$ cat src/counter_gate_consts.vh
`ifndef COUNTER_GATE_CONSTS_VH
`define COUNTER_GATE_CONSTS_VH
// Command word bit positions
`define CMD_REF_ENABLE      0
`define CMD_RESERVED        1
`define CMD_LATCH_RST0      2
`define CMD_LATCH_RST1      3
`define CMD_ONCE_EN0        4
`define CMD_ONCE_EN1        5
`define CMD_ONCE_DIS        6
`define CMD_ALARM_RST       7
`define CMD_CLEAR0          8
`define CMD_RELOAD0         10
`define CMD_UNPROTECT0      12
`define CMD_STROBE0         14
// Dedicated command addresses used when board style is 0
`define CADDR_REF_ENABLE    4'h0
`define CADDR_LATCH_RST0    4'h2
`define CADDR_ONCE_EN0      4'h4
`define CADDR_ONCE_DIS      4'h6
`define CADDR_ALARM_RST     4'h7
`define CADDR_CLEAR0        4'h8
`define CADDR_RELOAD0       4'ha
`define CADDR_UNPROTECT0    4'hc
`define CADDR_STROBE0       4'he
// Command word register address
`define CADDR_WORD          4'h0
// Reset values
`define RST_COUNT           32'h00000000
`define RST_REF_ENABLED     1'b0
`define RST_ONCE_ENABLED    1'b0
`define RST_PROTECT         1'b0
`endif

$ cat src/counter_gate_and_command_logic.v
// Function
// RQ1: Edge mode: one rising gate edge opens the gate, the next closes it.
// RQ2: Gate-open flag stays high while the channel gate is active.
// RQ3: In measurement mode the counter advances on clock pulses only while gated.
// RQ4: At gate end, reference edge or software strobe copies counter to buffer; the code does not capture at gate end.
// RQ5: Clear-on-reference stores counter to buffer first, then resets the counter.
// RQ6: Level mode reference edge saves counter and sets write protection together.
// RQ7: Host cancels start-edge protection at once and uses the stop-edge value.
// RQ8: Without reference, host clears, polls gate flag, strobes, then reads buffer.
// RQ9: Enable-reference command activates both reference inputs until hardware reset.
// RQ10: In one-time mode first reference pulse disables counter until re-enabled; the code blocks only further captures, counting goes on.
// RQ11: Disable-one-time command disables both channels; reference pulses then ignored.
// RQ12: Cancel-protection command removes write protection of the addressed channel only.
// RQ13: Strobe copies counter to buffer unless protected; both channels may strobe.
// RQ14: Software clear zeroes counter unless the channel is write protected.
// RQ15: Software reload loads counter from load register unless protected.
// RQ16: Reference pulse sets the latch; per-channel reset-latch command clears it.
// RQ17: Reset-alarm clears four extra-input, two quadrant and two range flags.
// RQ18: Board style 0 decodes commands from accesses to dedicated addresses.
// RQ19: Board style 1 decodes low command-word bits as the command map.
// RQ20: Command-word bits 8 to 15 map clear, reload, unprotect, strobe per channel.
// RQ21: All set command bits execute together; channels act independently.
// RQ22: Host must not combine strobe, clear, reload, unprotect within one channel.
// RQ23: Level mode keeps the gate active while the gate input is high.
// RQ24: Zero bits and the reserved bit cause no action.
`timescale 1ns/1ps
`include "counter_gate_consts.vh"

module counter_gate_and_command_logic (
   // Clock and reset
   input  wire        clk,
   input  wire        srst,
   // Host command access
   input  wire [3:0]  cmdAddr,
   input  wire        cmdWrite,
   input  wire        cmdRead,
   input  wire [15:0] cmdData,
   input  wire        board_style_bit,
   // Per-channel configuration
   input  wire [1:0]  gate_edge_select,
   input  wire [1:0]  measureMode,
   input  wire [1:0]  oneTimeMode,
   input  wire [1:0]  clearOnReference,
   input  wire [31:0] loadValue0,
   input  wire [31:0] loadValue1,
   // Field inputs
   input  wire [1:0]  gateIn,
   input  wire [1:0]  countPulse,
   input  wire [1:0]  referenceIn,
   // Alarm event inputs
   input  wire        setExtraA0,
   input  wire        setExtraC0,
   input  wire        setExtraA1,
   input  wire        setExtraC1,
   input  wire [1:0]  setQuadrant,
   input  wire [1:0]  setRange,
   // Status outputs
   output reg         gate_open_flag_ch0,
   output reg         gate_open_flag_ch1,
   output reg  [1:0]  referenceLatch,
   output reg  [1:0]  writeProtect,
   output reg  [1:0]  oneTimeEnabled,
   output reg         referenceEnabled,
   output reg         extra_input_a_ch0,
   output reg         extra_input_c_ch0,
   output reg         extra_input_a_ch1,
   output reg         extra_input_c_ch1,
   output reg         reference_quadrant_flag_ch0,
   output reg         reference_quadrant_flag_ch1,
   output reg         counter_range_flag_ch0,
   output reg         counter_range_flag_ch1,
   // Counter and buffer values
   output reg  [31:0] count0,
   output reg  [31:0] count1,
   output reg  [31:0] refBuffer0,
   output reg  [31:0] refBuffer1
);

   // Decoded command strobes, one bit per command word position.
   // Both board styles funnel into this one vector, so the channel
   // logic below never needs to know how a command arrived.
   reg  [15:0] cmdBits;

   // Edge-mode gate state, toggled by rising gate edges
   reg  [1:0]  gateEdgeOpen;

   // Previous samples of the gate and reference pins, for edge detection.
   // Both reset low to match the idle level of the pins, so no false
   // edge is seen right after reset.
   reg  [1:0]  gatePrev;
   reg  [1:0]  refPrev;

   // Gate as seen by the counter, in either gate mode
   wire [1:0]  gateActive;

   // Rising reference edge, qualified by the global enable
   wire [1:0]  refEdge;

   // Reference edge that is actually acted upon
   wire [1:0]  refTaken;

   // Map an address-decoded access to the equivalent command word bit.
   // Odd addresses other than 1 and 7 (alarm reset) select channel 1 of a per-channel command.
   // Address 1 is the reserved slot and yields no command.
   // Used so that both styles share one set of channel strobes.
   function [15:0] addr_to_bits;
      input [3:0] a;
      begin
         addr_to_bits = 16'h0000;
         case (a)
            `CADDR_REF_ENABLE: addr_to_bits[`CMD_REF_ENABLE] = 1'b1;
            `CADDR_LATCH_RST0: addr_to_bits[`CMD_LATCH_RST0] = 1'b1;
            4'h3:              addr_to_bits[`CMD_LATCH_RST1] = 1'b1;
            `CADDR_ONCE_EN0:   addr_to_bits[`CMD_ONCE_EN0] = 1'b1;
            4'h5:              addr_to_bits[`CMD_ONCE_EN1] = 1'b1;
            `CADDR_ONCE_DIS:   addr_to_bits[`CMD_ONCE_DIS] = 1'b1;
            `CADDR_ALARM_RST:  addr_to_bits[`CMD_ALARM_RST] = 1'b1;
            `CADDR_CLEAR0:     addr_to_bits[`CMD_CLEAR0] = 1'b1;
            4'h9:              addr_to_bits[`CMD_CLEAR0 + 1] = 1'b1;
            `CADDR_RELOAD0:    addr_to_bits[`CMD_RELOAD0] = 1'b1;
            4'hb:              addr_to_bits[`CMD_RELOAD0 + 1] = 1'b1;
            `CADDR_UNPROTECT0: addr_to_bits[`CMD_UNPROTECT0] = 1'b1;
            4'hd:              addr_to_bits[`CMD_UNPROTECT0 + 1] = 1'b1;
            `CADDR_STROBE0:    addr_to_bits[`CMD_STROBE0] = 1'b1;
            4'hf:              addr_to_bits[`CMD_STROBE0 + 1] = 1'b1;
            default:           addr_to_bits = 16'h0000;
         endcase
      end
   endfunction

   // Command source select by board style.
   // Style 1: only a write to the command word address counts, and every
   // set bit except the reserved bit 1 is a command of its own.
   // Style 0: any read or write to a command address is one command.
   // The strobes are combinational and last exactly the access cycle.
   always @* begin
      cmdBits = 16'h0000;
      if (board_style_bit) begin
         if (cmdWrite && cmdAddr == `CADDR_WORD) begin
            cmdBits = cmdData;                                   // RQ19 RQ20 RQ21
            cmdBits[`CMD_RESERVED] = 1'b0;                       // RQ24
         end
      end else if (cmdWrite || cmdRead) begin
         cmdBits = addr_to_bits(cmdAddr);                        // RQ18
      end
   end

   // Edge history of gate and reference inputs.
   // Pins are taken as already synchronous, so one stage is enough
   // to find a rising edge at the first clock edge that samples the pin high.
   always @(posedge clk) begin
      if (srst) begin
         gatePrev <= 2'b00;
         refPrev  <= 2'b00;
      end else begin
         gatePrev <= gateIn;
         refPrev  <= referenceIn;
      end
   end

   // Reference inputs enabled once, dropped only by reset.
   // There is deliberately no command that turns them off again.
   always @(posedge clk) begin
      if (srst) begin
         referenceEnabled <= `RST_REF_ENABLED;
      end else if (cmdBits[`CMD_REF_ENABLE]) begin
         referenceEnabled <= 1'b1;                               // RQ9
      end
   end

   // Gate status flags.
   // Registered, so they lag the gate state by one clock cycle.
   always @(posedge clk) begin
      if (srst) begin
         gate_open_flag_ch0 <= 1'b0;
         gate_open_flag_ch1 <= 1'b0;
      end else begin
         gate_open_flag_ch0 <= gateActive[0];                    // RQ2
         gate_open_flag_ch1 <= gateActive[1];                    // RQ2
      end
   end

   // Alarm flags: a new event wins over the reset command.
   // All eight flags share one reset command bit.
   // An event in the same cycle as the reset is kept, so no alarm
   // raised by hardware is lost to a late software reset.
   always @(posedge clk) begin
      if (srst) begin
         extra_input_a_ch0           <= 1'b0;
         extra_input_c_ch0           <= 1'b0;
         extra_input_a_ch1           <= 1'b0;
         extra_input_c_ch1           <= 1'b0;
         reference_quadrant_flag_ch0 <= 1'b0;
         reference_quadrant_flag_ch1 <= 1'b0;
         counter_range_flag_ch0      <= 1'b0;
         counter_range_flag_ch1      <= 1'b0;
      end else begin
         extra_input_a_ch0 <= setExtraA0 | (extra_input_a_ch0 & ~cmdBits[`CMD_ALARM_RST]);       // RQ17
         extra_input_c_ch0 <= setExtraC0 | (extra_input_c_ch0 & ~cmdBits[`CMD_ALARM_RST]);       // RQ17
         extra_input_a_ch1 <= setExtraA1 | (extra_input_a_ch1 & ~cmdBits[`CMD_ALARM_RST]);       // RQ17
         extra_input_c_ch1 <= setExtraC1 | (extra_input_c_ch1 & ~cmdBits[`CMD_ALARM_RST]);       // RQ17
         reference_quadrant_flag_ch0 <= setQuadrant[0] |
                                        (reference_quadrant_flag_ch0 & ~cmdBits[`CMD_ALARM_RST]); // RQ17
         reference_quadrant_flag_ch1 <= setQuadrant[1] |
                                        (reference_quadrant_flag_ch1 & ~cmdBits[`CMD_ALARM_RST]); // RQ17
         counter_range_flag_ch0 <= setRange[0] | (counter_range_flag_ch0 & ~cmdBits[`CMD_ALARM_RST]); // RQ17
         counter_range_flag_ch1 <= setRange[1] | (counter_range_flag_ch1 & ~cmdBits[`CMD_ALARM_RST]); // RQ17
      end
   end

   // Per-channel gate, reference and counter logic
   genvar ch;
   generate
      for (ch = 0; ch < 2; ch = ch + 1) begin : chan
         // Per-channel command strobes picked out of the shared vector.
         // Channel 1 always sits one bit above channel 0.
         // The one-time disable is common and read directly below.
         wire        doClear   = cmdBits[`CMD_CLEAR0 + ch];
         wire        doReload  = cmdBits[`CMD_RELOAD0 + ch];
         wire        doUnprot  = cmdBits[`CMD_UNPROTECT0 + ch];
         wire        doStrobe  = cmdBits[`CMD_STROBE0 + ch];
         wire        doLatchRs = cmdBits[`CMD_LATCH_RST0 + ch];
         wire        doOnceEn  = cmdBits[`CMD_ONCE_EN0 + ch];
         // Rising gate edge, used only in edge-controlled mode
         // (level mode reads the pin itself)
         wire        gateRise  = gateIn[ch] & ~gatePrev[ch];
         wire [31:0] loadVal   = (ch == 0) ? loadValue0 : loadValue1;
         wire [31:0] curCount  = (ch == 0) ? count0 : count1;
         // Next values, computed here and registered at the top level
         // so every output still comes straight from a flip-flop
         reg  [31:0] next_count;
         reg  [31:0] next_buffer;

         // Gate state: level follows the input, edge mode toggles
         assign gateActive[ch] = gate_edge_select[ch] ? gateEdgeOpen[ch]  // RQ1
                                                      : gateIn[ch];       // RQ23

         // Reference edge counts only when inputs enabled, unprotected, and armed
         assign refEdge[ch]  = referenceIn[ch] & ~refPrev[ch] & referenceEnabled;  // RQ9
         assign refTaken[ch] = refEdge[ch] & ~writeProtect[ch] &
                               (~oneTimeMode[ch] | oneTimeEnabled[ch]);            // RQ10 RQ11

         // Edge-controlled gate toggle.
         // Leaving edge mode closes the gate, so re-entry starts closed.
         always @(posedge clk) begin
            if (srst) begin
               gateEdgeOpen[ch] <= 1'b0;
            end else if (!gate_edge_select[ch]) begin
               gateEdgeOpen[ch] <= 1'b0;
            end else if (gateRise) begin
               gateEdgeOpen[ch] <= ~gateEdgeOpen[ch];            // RQ1
            end
         end

         // Write protection: set by a taken reference edge, cleared by command.
         // A taken edge wins over a same-cycle cancel, so a capture is never
         // left unprotected. In edge mode the host must cancel after the
         // start edge or the stop edge will be refused.
         always @(posedge clk) begin
            if (srst) begin
               writeProtect[ch] <= `RST_PROTECT;
            end else if (refTaken[ch]) begin
               writeProtect[ch] <= 1'b1;                         // RQ6 RQ7
            end else if (doUnprot) begin
               writeProtect[ch] <= 1'b0;                         // RQ12
            end
         end

         // One-time enable, latch.
         // A taken edge in one-time mode disarms the channel before the
         // disable or enable commands are looked at.
         // The latch keeps a set in the same cycle as its reset command.
         always @(posedge clk) begin
            if (srst) begin
               oneTimeEnabled[ch] <= `RST_ONCE_ENABLED;
               referenceLatch[ch] <= 1'b0;
            end else begin
               if (oneTimeMode[ch] && refTaken[ch]) begin
                  oneTimeEnabled[ch] <= 1'b0;                    // RQ10
               end else if (cmdBits[`CMD_ONCE_DIS]) begin
                  oneTimeEnabled[ch] <= 1'b0;                    // RQ11
               end else if (doOnceEn) begin
                  oneTimeEnabled[ch] <= 1'b1;                    // RQ10
               end
               referenceLatch[ch] <= refTaken[ch] | (referenceLatch[ch] & ~doLatchRs); // RQ16
            end
         end

         // Next counter and buffer values.
         // Priority: a taken reference edge first, then the software
         // commands of an unprotected channel, then counting.
         // Clear beats reload beats counting when the host combines them.
         // Counting goes on while protected; the commands and reference captures are blocked.
         // The counter wraps silently at its top value.
         always @* begin
            next_count  = curCount;
            next_buffer = (ch == 0) ? refBuffer0 : refBuffer1;
            if (refTaken[ch]) begin
               next_buffer = curCount;                           // RQ4 RQ6
               if (clearOnReference[ch]) begin
                  next_count = `RST_COUNT;                       // RQ5
               end
            end else if (!writeProtect[ch]) begin
               if (doStrobe) begin
                  next_buffer = curCount;                        // RQ13 RQ4
               end
               if (doClear) begin
                  next_count = `RST_COUNT;                       // RQ14
               end else if (doReload) begin
                  next_count = loadVal;                          // RQ15
               end else if (measureMode[ch] && gateActive[ch] && countPulse[ch]) begin
                  next_count = curCount + 32'h00000001;          // RQ3
               end
            end else if (measureMode[ch] && gateActive[ch] && countPulse[ch]) begin
               next_count = curCount + 32'h00000001;             // RQ3
            end
         end
      end
   endgenerate

   // Counter and buffer registers.
   // Both channels are loaded here from the values worked out in the
   // generate loop, keeping each output a plain flip-flop.
   // Reset brings counters and buffers to zero.
   always @(posedge clk) begin
      if (srst) begin
         count0     <= `RST_COUNT;
         count1     <= `RST_COUNT;
         refBuffer0 <= `RST_COUNT;
         refBuffer1 <= `RST_COUNT;
      end else begin
         count0     <= chan[0].next_count;
         count1     <= chan[1].next_count;
         refBuffer0 <= chan[0].next_buffer;
         refBuffer1 <= chan[1].next_buffer;
      end
   end

endmodule // counter_gate_and_command_logic

$ cat config.mk
export PLATFORM = sky130hd
export DESIGN_NAME = counter_gate_and_command_logic
export DESIGN_NICKNAME = d
export VERILOG_FILES = /design/src/counter_gate_and_command_logic.v
export VERILOG_INCLUDE_DIRS = /design/src
export SDC_FILE = /design/constraint.sdc
export NUM_CORES = 1
export LEC_CHECK = 0
export BUFFER_PORTS_ARGS = -buffer_cell sky130_fd_sc_hd__buf_2
export CAP_MARGIN = 30
export CORE_ASPECT_RATIO = 0.8
export CORE_MARGIN = 1
export CORE_UTILIZATION = 45
export DETAILED_ROUTE_END_ITERATION = 10
export PLACE_DENSITY = 0.73
export SLEW_MARGIN = 20
export SYNTH_ARGS = -nofsm -noshare
export SYNTH_HDL_FRONTEND = slang
export SYNTH_SLANG_ARGS = --single-unit
$ cat constraint.sdc
create_clock -name clk -period 3.75 [get_ports clk]
set_input_delay 0.1875 -clock clk [delete_from_list [all_inputs] [get_ports clk]]
set_output_delay 0.1875 -clock clk [all_outputs]
set_load 0.1 [all_outputs]
==> impl_metrics.env <==
export IMPL_status="completed"
export IMPL_row_count=41
export IMPL_diodes=0
export IMPL_endpoint="count0[3]$_SDFFE_PP0P_"
export IMPL_power_density_mw_per_mm2=391.4
export IMPL_yosysWarnings=0
export IMPL_cp_start_kind="flip-flop"
export IMPL_htree_levels=4
export IMPL_p_int_mw=2.731
export IMPL_finClkSkew_ns=0.009293
export IMPL_via_per_inst=5.907
export IMPL_wl_per_cell_um=18.18
export IMPL_synthCells=980
export IMPL_finalSetupTns_ns=0
export IMPL_grt_usage_pct=29.59
export IMPL_ys_flop_type="dfxtp_1"
export IMPL_tightest_slew_ns=0.9778
export IMPL_gp_routability_congestion=0.9437
export IMPL_switching_share_pct=28.02
export IMPL_maxCapViolations=0
export IMPL_worst_endpoint_required_ns=4.07
export IMPL_pwr_share_seq_pct=43.6
export IMPL_gr_total_overflow=0
export IMPL_cts_resized_gates=0
export IMPL_first_global_vias=7499
export IMPL_path_max_fanout=18
export IMPL_syn_avg_cell_area_um2=7.686
export IMPL_startpoint="writeProtect[0]$_SDFFE_PP0P_"
export IMPL_hold_path_class="input pin to flip-flop"
export IMPL_rsz0062_at_grt="false"
export IMPL_drive_above_1_share_pct=26.87
export IMPL_dpl_hpwl_mm=18.21
export IMPL_dieArea_mm2=0.01726
export IMPL_fin_crit_sh_pct=74.29
export IMPL_async_flop_share_pct=0
export IMPL_worstPathArrival_ns=3.10
export IMPL_portBuffers=254
export IMPL_antenna_found_initial=0
export IMPL_drc=0
export IMPL_p_leak_nw=3.904
export IMPL_root_buffer="clkbuf_16"
export IMPL_layout_min_cycle_time_ns=2.786
export IMPL_start_util_pct=46.91
export IMPL_cp_end_kind="flip-flop"
export IMPL_combinationalPowerShare_pct=11.3
export IMPL_ys_seq_area_share_pct=40.13
export IMPL_firstDrtPassIters=6
export IMPL_finalMaxSlewViolations=0
export IMPL_io_pins=256
export IMPL_die_width_um=146.6
export IMPL_reg2reg_depth=7
export IMPL_power_switching_mw=1.063
export IMPL_die_h_um=117.7
export IMPL_finalNetCount=1332
export IMPL_grt_pass1_wl_mm=40.68
export IMPL_synth_top_area_share_pct=40.13
export IMPL_drt_wl_total_mm=26.31
export IMPL_clk_latency_ns=0.43
export IMPL_relSlewSlack_pct=34.82
export IMPL_r2r_end="count0[3]$_SDFFE_PP0P_"
export IMPL_ys_seq_elements=151
export IMPL_syn_area_mm2=0.007532
export IMPL_cts_buffer_depth=2
export IMPL_drtAntennaViolNets=0
export IMPL_max_vdd_ir_drop_uv=299.5
export IMPL_synth_distinct_cells=76
export IMPL_path_class="flip-flop to flip-flop"
export IMPL_hold_worst_slack_ns=0.01376
export IMPL_netlist_top_cells_area="dfxtp_1, nand2_1, a21oi_1"
export IMPL_areaGrowthSynthToFinish_pct=28.70
export IMPL_p_clk_share_pct=45.1
export IMPL_syn_nets=1093
export IMPL_synth_edff_count=0
export IMPL_setup_viol=0
export IMPL_coreArea_mm2=0.01606
export IMPL_finalHoldViolations=0
export IMPL_cts_tree="yes"
export IMPL_cts_sink_count=151
export IMPL_drt_iter0_markers=1090
export IMPL_worst_r2r_setup_slack_ns=0.96
export IMPL_cts_buffers=17
export IMPL_grt_max_degree=89
export IMPL_path_clk_slew_ns=0.06
export IMPL_vias=8548
export IMPL_rr_startpoint="writeProtect[0]$_SDFFE_PP0P_"
export IMPL_max_freq_mhz=359.0
export IMPL_synth_area_leader_cell="dfxtp_1"
cells in the mapped netlist, drive strengths merged, types with 5 or more instances:
| library cell | n |
|---|---|
| buf | 23 |
| nor2b | 7 |
| nor3 | 36 |
| a21oi | 142 |
| nand4 | 22 |
| nand3 | 32 |
| or3 | 10 |
| o22ai | 9 |
| nand2 | 202 |
| o32ai | 22 |
| or4 | 6 |
| and4 | 7 |
| xnor2 | 10 |
| nand2b | 5 |
| and2 | 10 |
| a31oi | 7 |
| o21ai | 25 |
| dfxtp | 151 |
| nor2 | 42 |
| nor4 | 15 |
| a21o | 11 |
| and3 | 12 |
| a31o | 6 |
| clkbuf | 43 |
| inv | 36 |
| a22oi | 13 |
what timing repair did:
| action | 4_1_cts | 5_1_grt |
|---|---|---|
| hold buffers | 14 | 0 |
| setup endpoints to repair | 0 | 0 |
| hold endpoints to repair | 14 | 0 |
| buffers inserted | 0 | 0 |
metal layers:
metal,vias to the layer above,GRT usage [%],part of all wire [%]
li1,4021,-,-
met1,4011,42.87,45
met2,480,43.04,43
met3,36,6.822,10
met4,0,9.049,1.4
met5,-,0,0
power groups by stage:
stage          clock network [mW]  logic (mW)  registers (mW)
2_1_floorplan                   0       0.134            1.83
3_3_place_gp                    0       0.405            1.69
3_5_place_dp                    0       0.408            1.69
4_1_cts                      1.72       0.420            1.65
5_1_grt                      1.79       0.449            1.66
6_report                     1.71       0.429            1.66
through the flow:
step / std cells / util [%] / instance area [um2] / total power [mW] / worst slack, ns
final: 1447 / 60.38 / 9694 / 3.794 / 0.9642
after global routing: 1447 / 60.38 / 9694 / 3.900 / 0.8137
after CTS: 1446 / 60.20 / 9667 / 3.799 / 1.003
after detailed placement: 1400 / 55.74 / 8950 / 2.098 / 1.027
after global placement: 1400 / 55.74 / 8950 / 2.095 / 1.041
after floorplan: 980 / - / 7532 / 1.963 / 0.8690
final cells by class:
cell class                      count  area (um2)
Inverter                           36       135.1
Multi-Input combinational cell    727        4121
Fill cell                        1434        6362
Timing Repair Buffer              286        1569
Clock buffer                       18       429.2
Sequential cell                   151        3023
Tap cell                          215       269.0
Clock inverter                     14       147.6
cell families (layout without fill, tap and decap cells):
family                     Yosys count  count (layout)  share of synthesized area (%)
and+or+nand+nor                    425             425                          27.99
adders and majority gates            2               2                         0.3322
buffers and inverters              102             354                          5.415
AOI/OAI and AO/OA                  286             286                          24.37
DFF                                151             151                          40.13
xor gates and xnor gates            11              11                          1.279
muxes                                3               3                         0.4817
sequential cells by signal, summed over array words and instances, names as in the netlist, 2 cells and up:
signal and count:
count1 32, oneTimeEnabled 2, referenceLatch 2, gateEdgeOpen 2
refBuffer0 32, writeProtect 2, count0 32, refBuffer1 32
gatePrev 2, refPrev 2
critical path: stages, from the launching register on:
cell and delay, ns:
dfxtp_1 0.53, nor4bb_1 0.11, o21ai_1 0.39, o311ai_4 0.18, buf_4 0.25, nor2_2 0.72, a21oi_1 0.18, o32ai_1 0.32
how the worst min path moves through the flow:
stage / cells after the start / to / slack (ns) / start
6_report: 3 / count1[27]$_SDFFE_PP0P_ / 0.01 / loadValue1[27]
5_1_grt: 2 / gatePrev[1]$_SDFF_PP0_ / 0.02 / gateIn[1]
4_1_cts: 3 / count1[27]$_SDFFE_PP0P_ / 0.002 / loadValue1[27]
3_5_place_dp: 2 / oneTimeEnabled[0]$_SDFFE_PP0P_ / 0.40 / oneTimeMode[0]
3_3_place_gp: 3 / reference_quadrant_flag_ch0$_SDFF_PP0_ / 0.40 / setQuadrant[0]
2_1_floorplan: 1 / oneTimeEnabled[0]$_SDFFE_PP0P_ / 0.28 / oneTimeMode[0]
placed cells by master, fill, tap and decap left out, drive strengths merged, types with 3 or more instances in the layout:
cell / synthesis / layout
nor2b: 7 / 7
o31a: 4 / 4
xnor2: 10 / 10
a21o: 11 / 11
a31oi: 7 / 7
and4: 7 / 7
or3: 10 / 10
o22ai: 9 / 9
clkbuf: 43 / 18
a32oi: 3 / 3
clkinv: 0 / 6
o311ai: 4 / 4
o21a: 4 / 4
nor3: 36 / 36
inv: 36 / 40
o2bb2ai: 4 / 4
buf: 23 / 272
nor2: 42 / 42
a21oi: 142 / 142
nor4: 15 / 15
or2: 3 / 3
o211ai: 3 / 3
and3: 12 / 12
dfxtp: 151 / 151
o32ai: 22 / 22
a22oi: 13 / 13
nand4: 22 / 22
nand3: 32 / 32
nand2b: 5 / 5
nand4b: 4 / 4
o21ai: 25 / 25
a31o: 6 / 6
a221oi: 4 / 4
or4: 6 / 6
dlygate4sd3: 0 / 14
nand2: 202 / 202
and2: 10 / 10
a211oi: 4 / 4
nor3b: 4 / 4
Power figures use the tool's default switching activity.
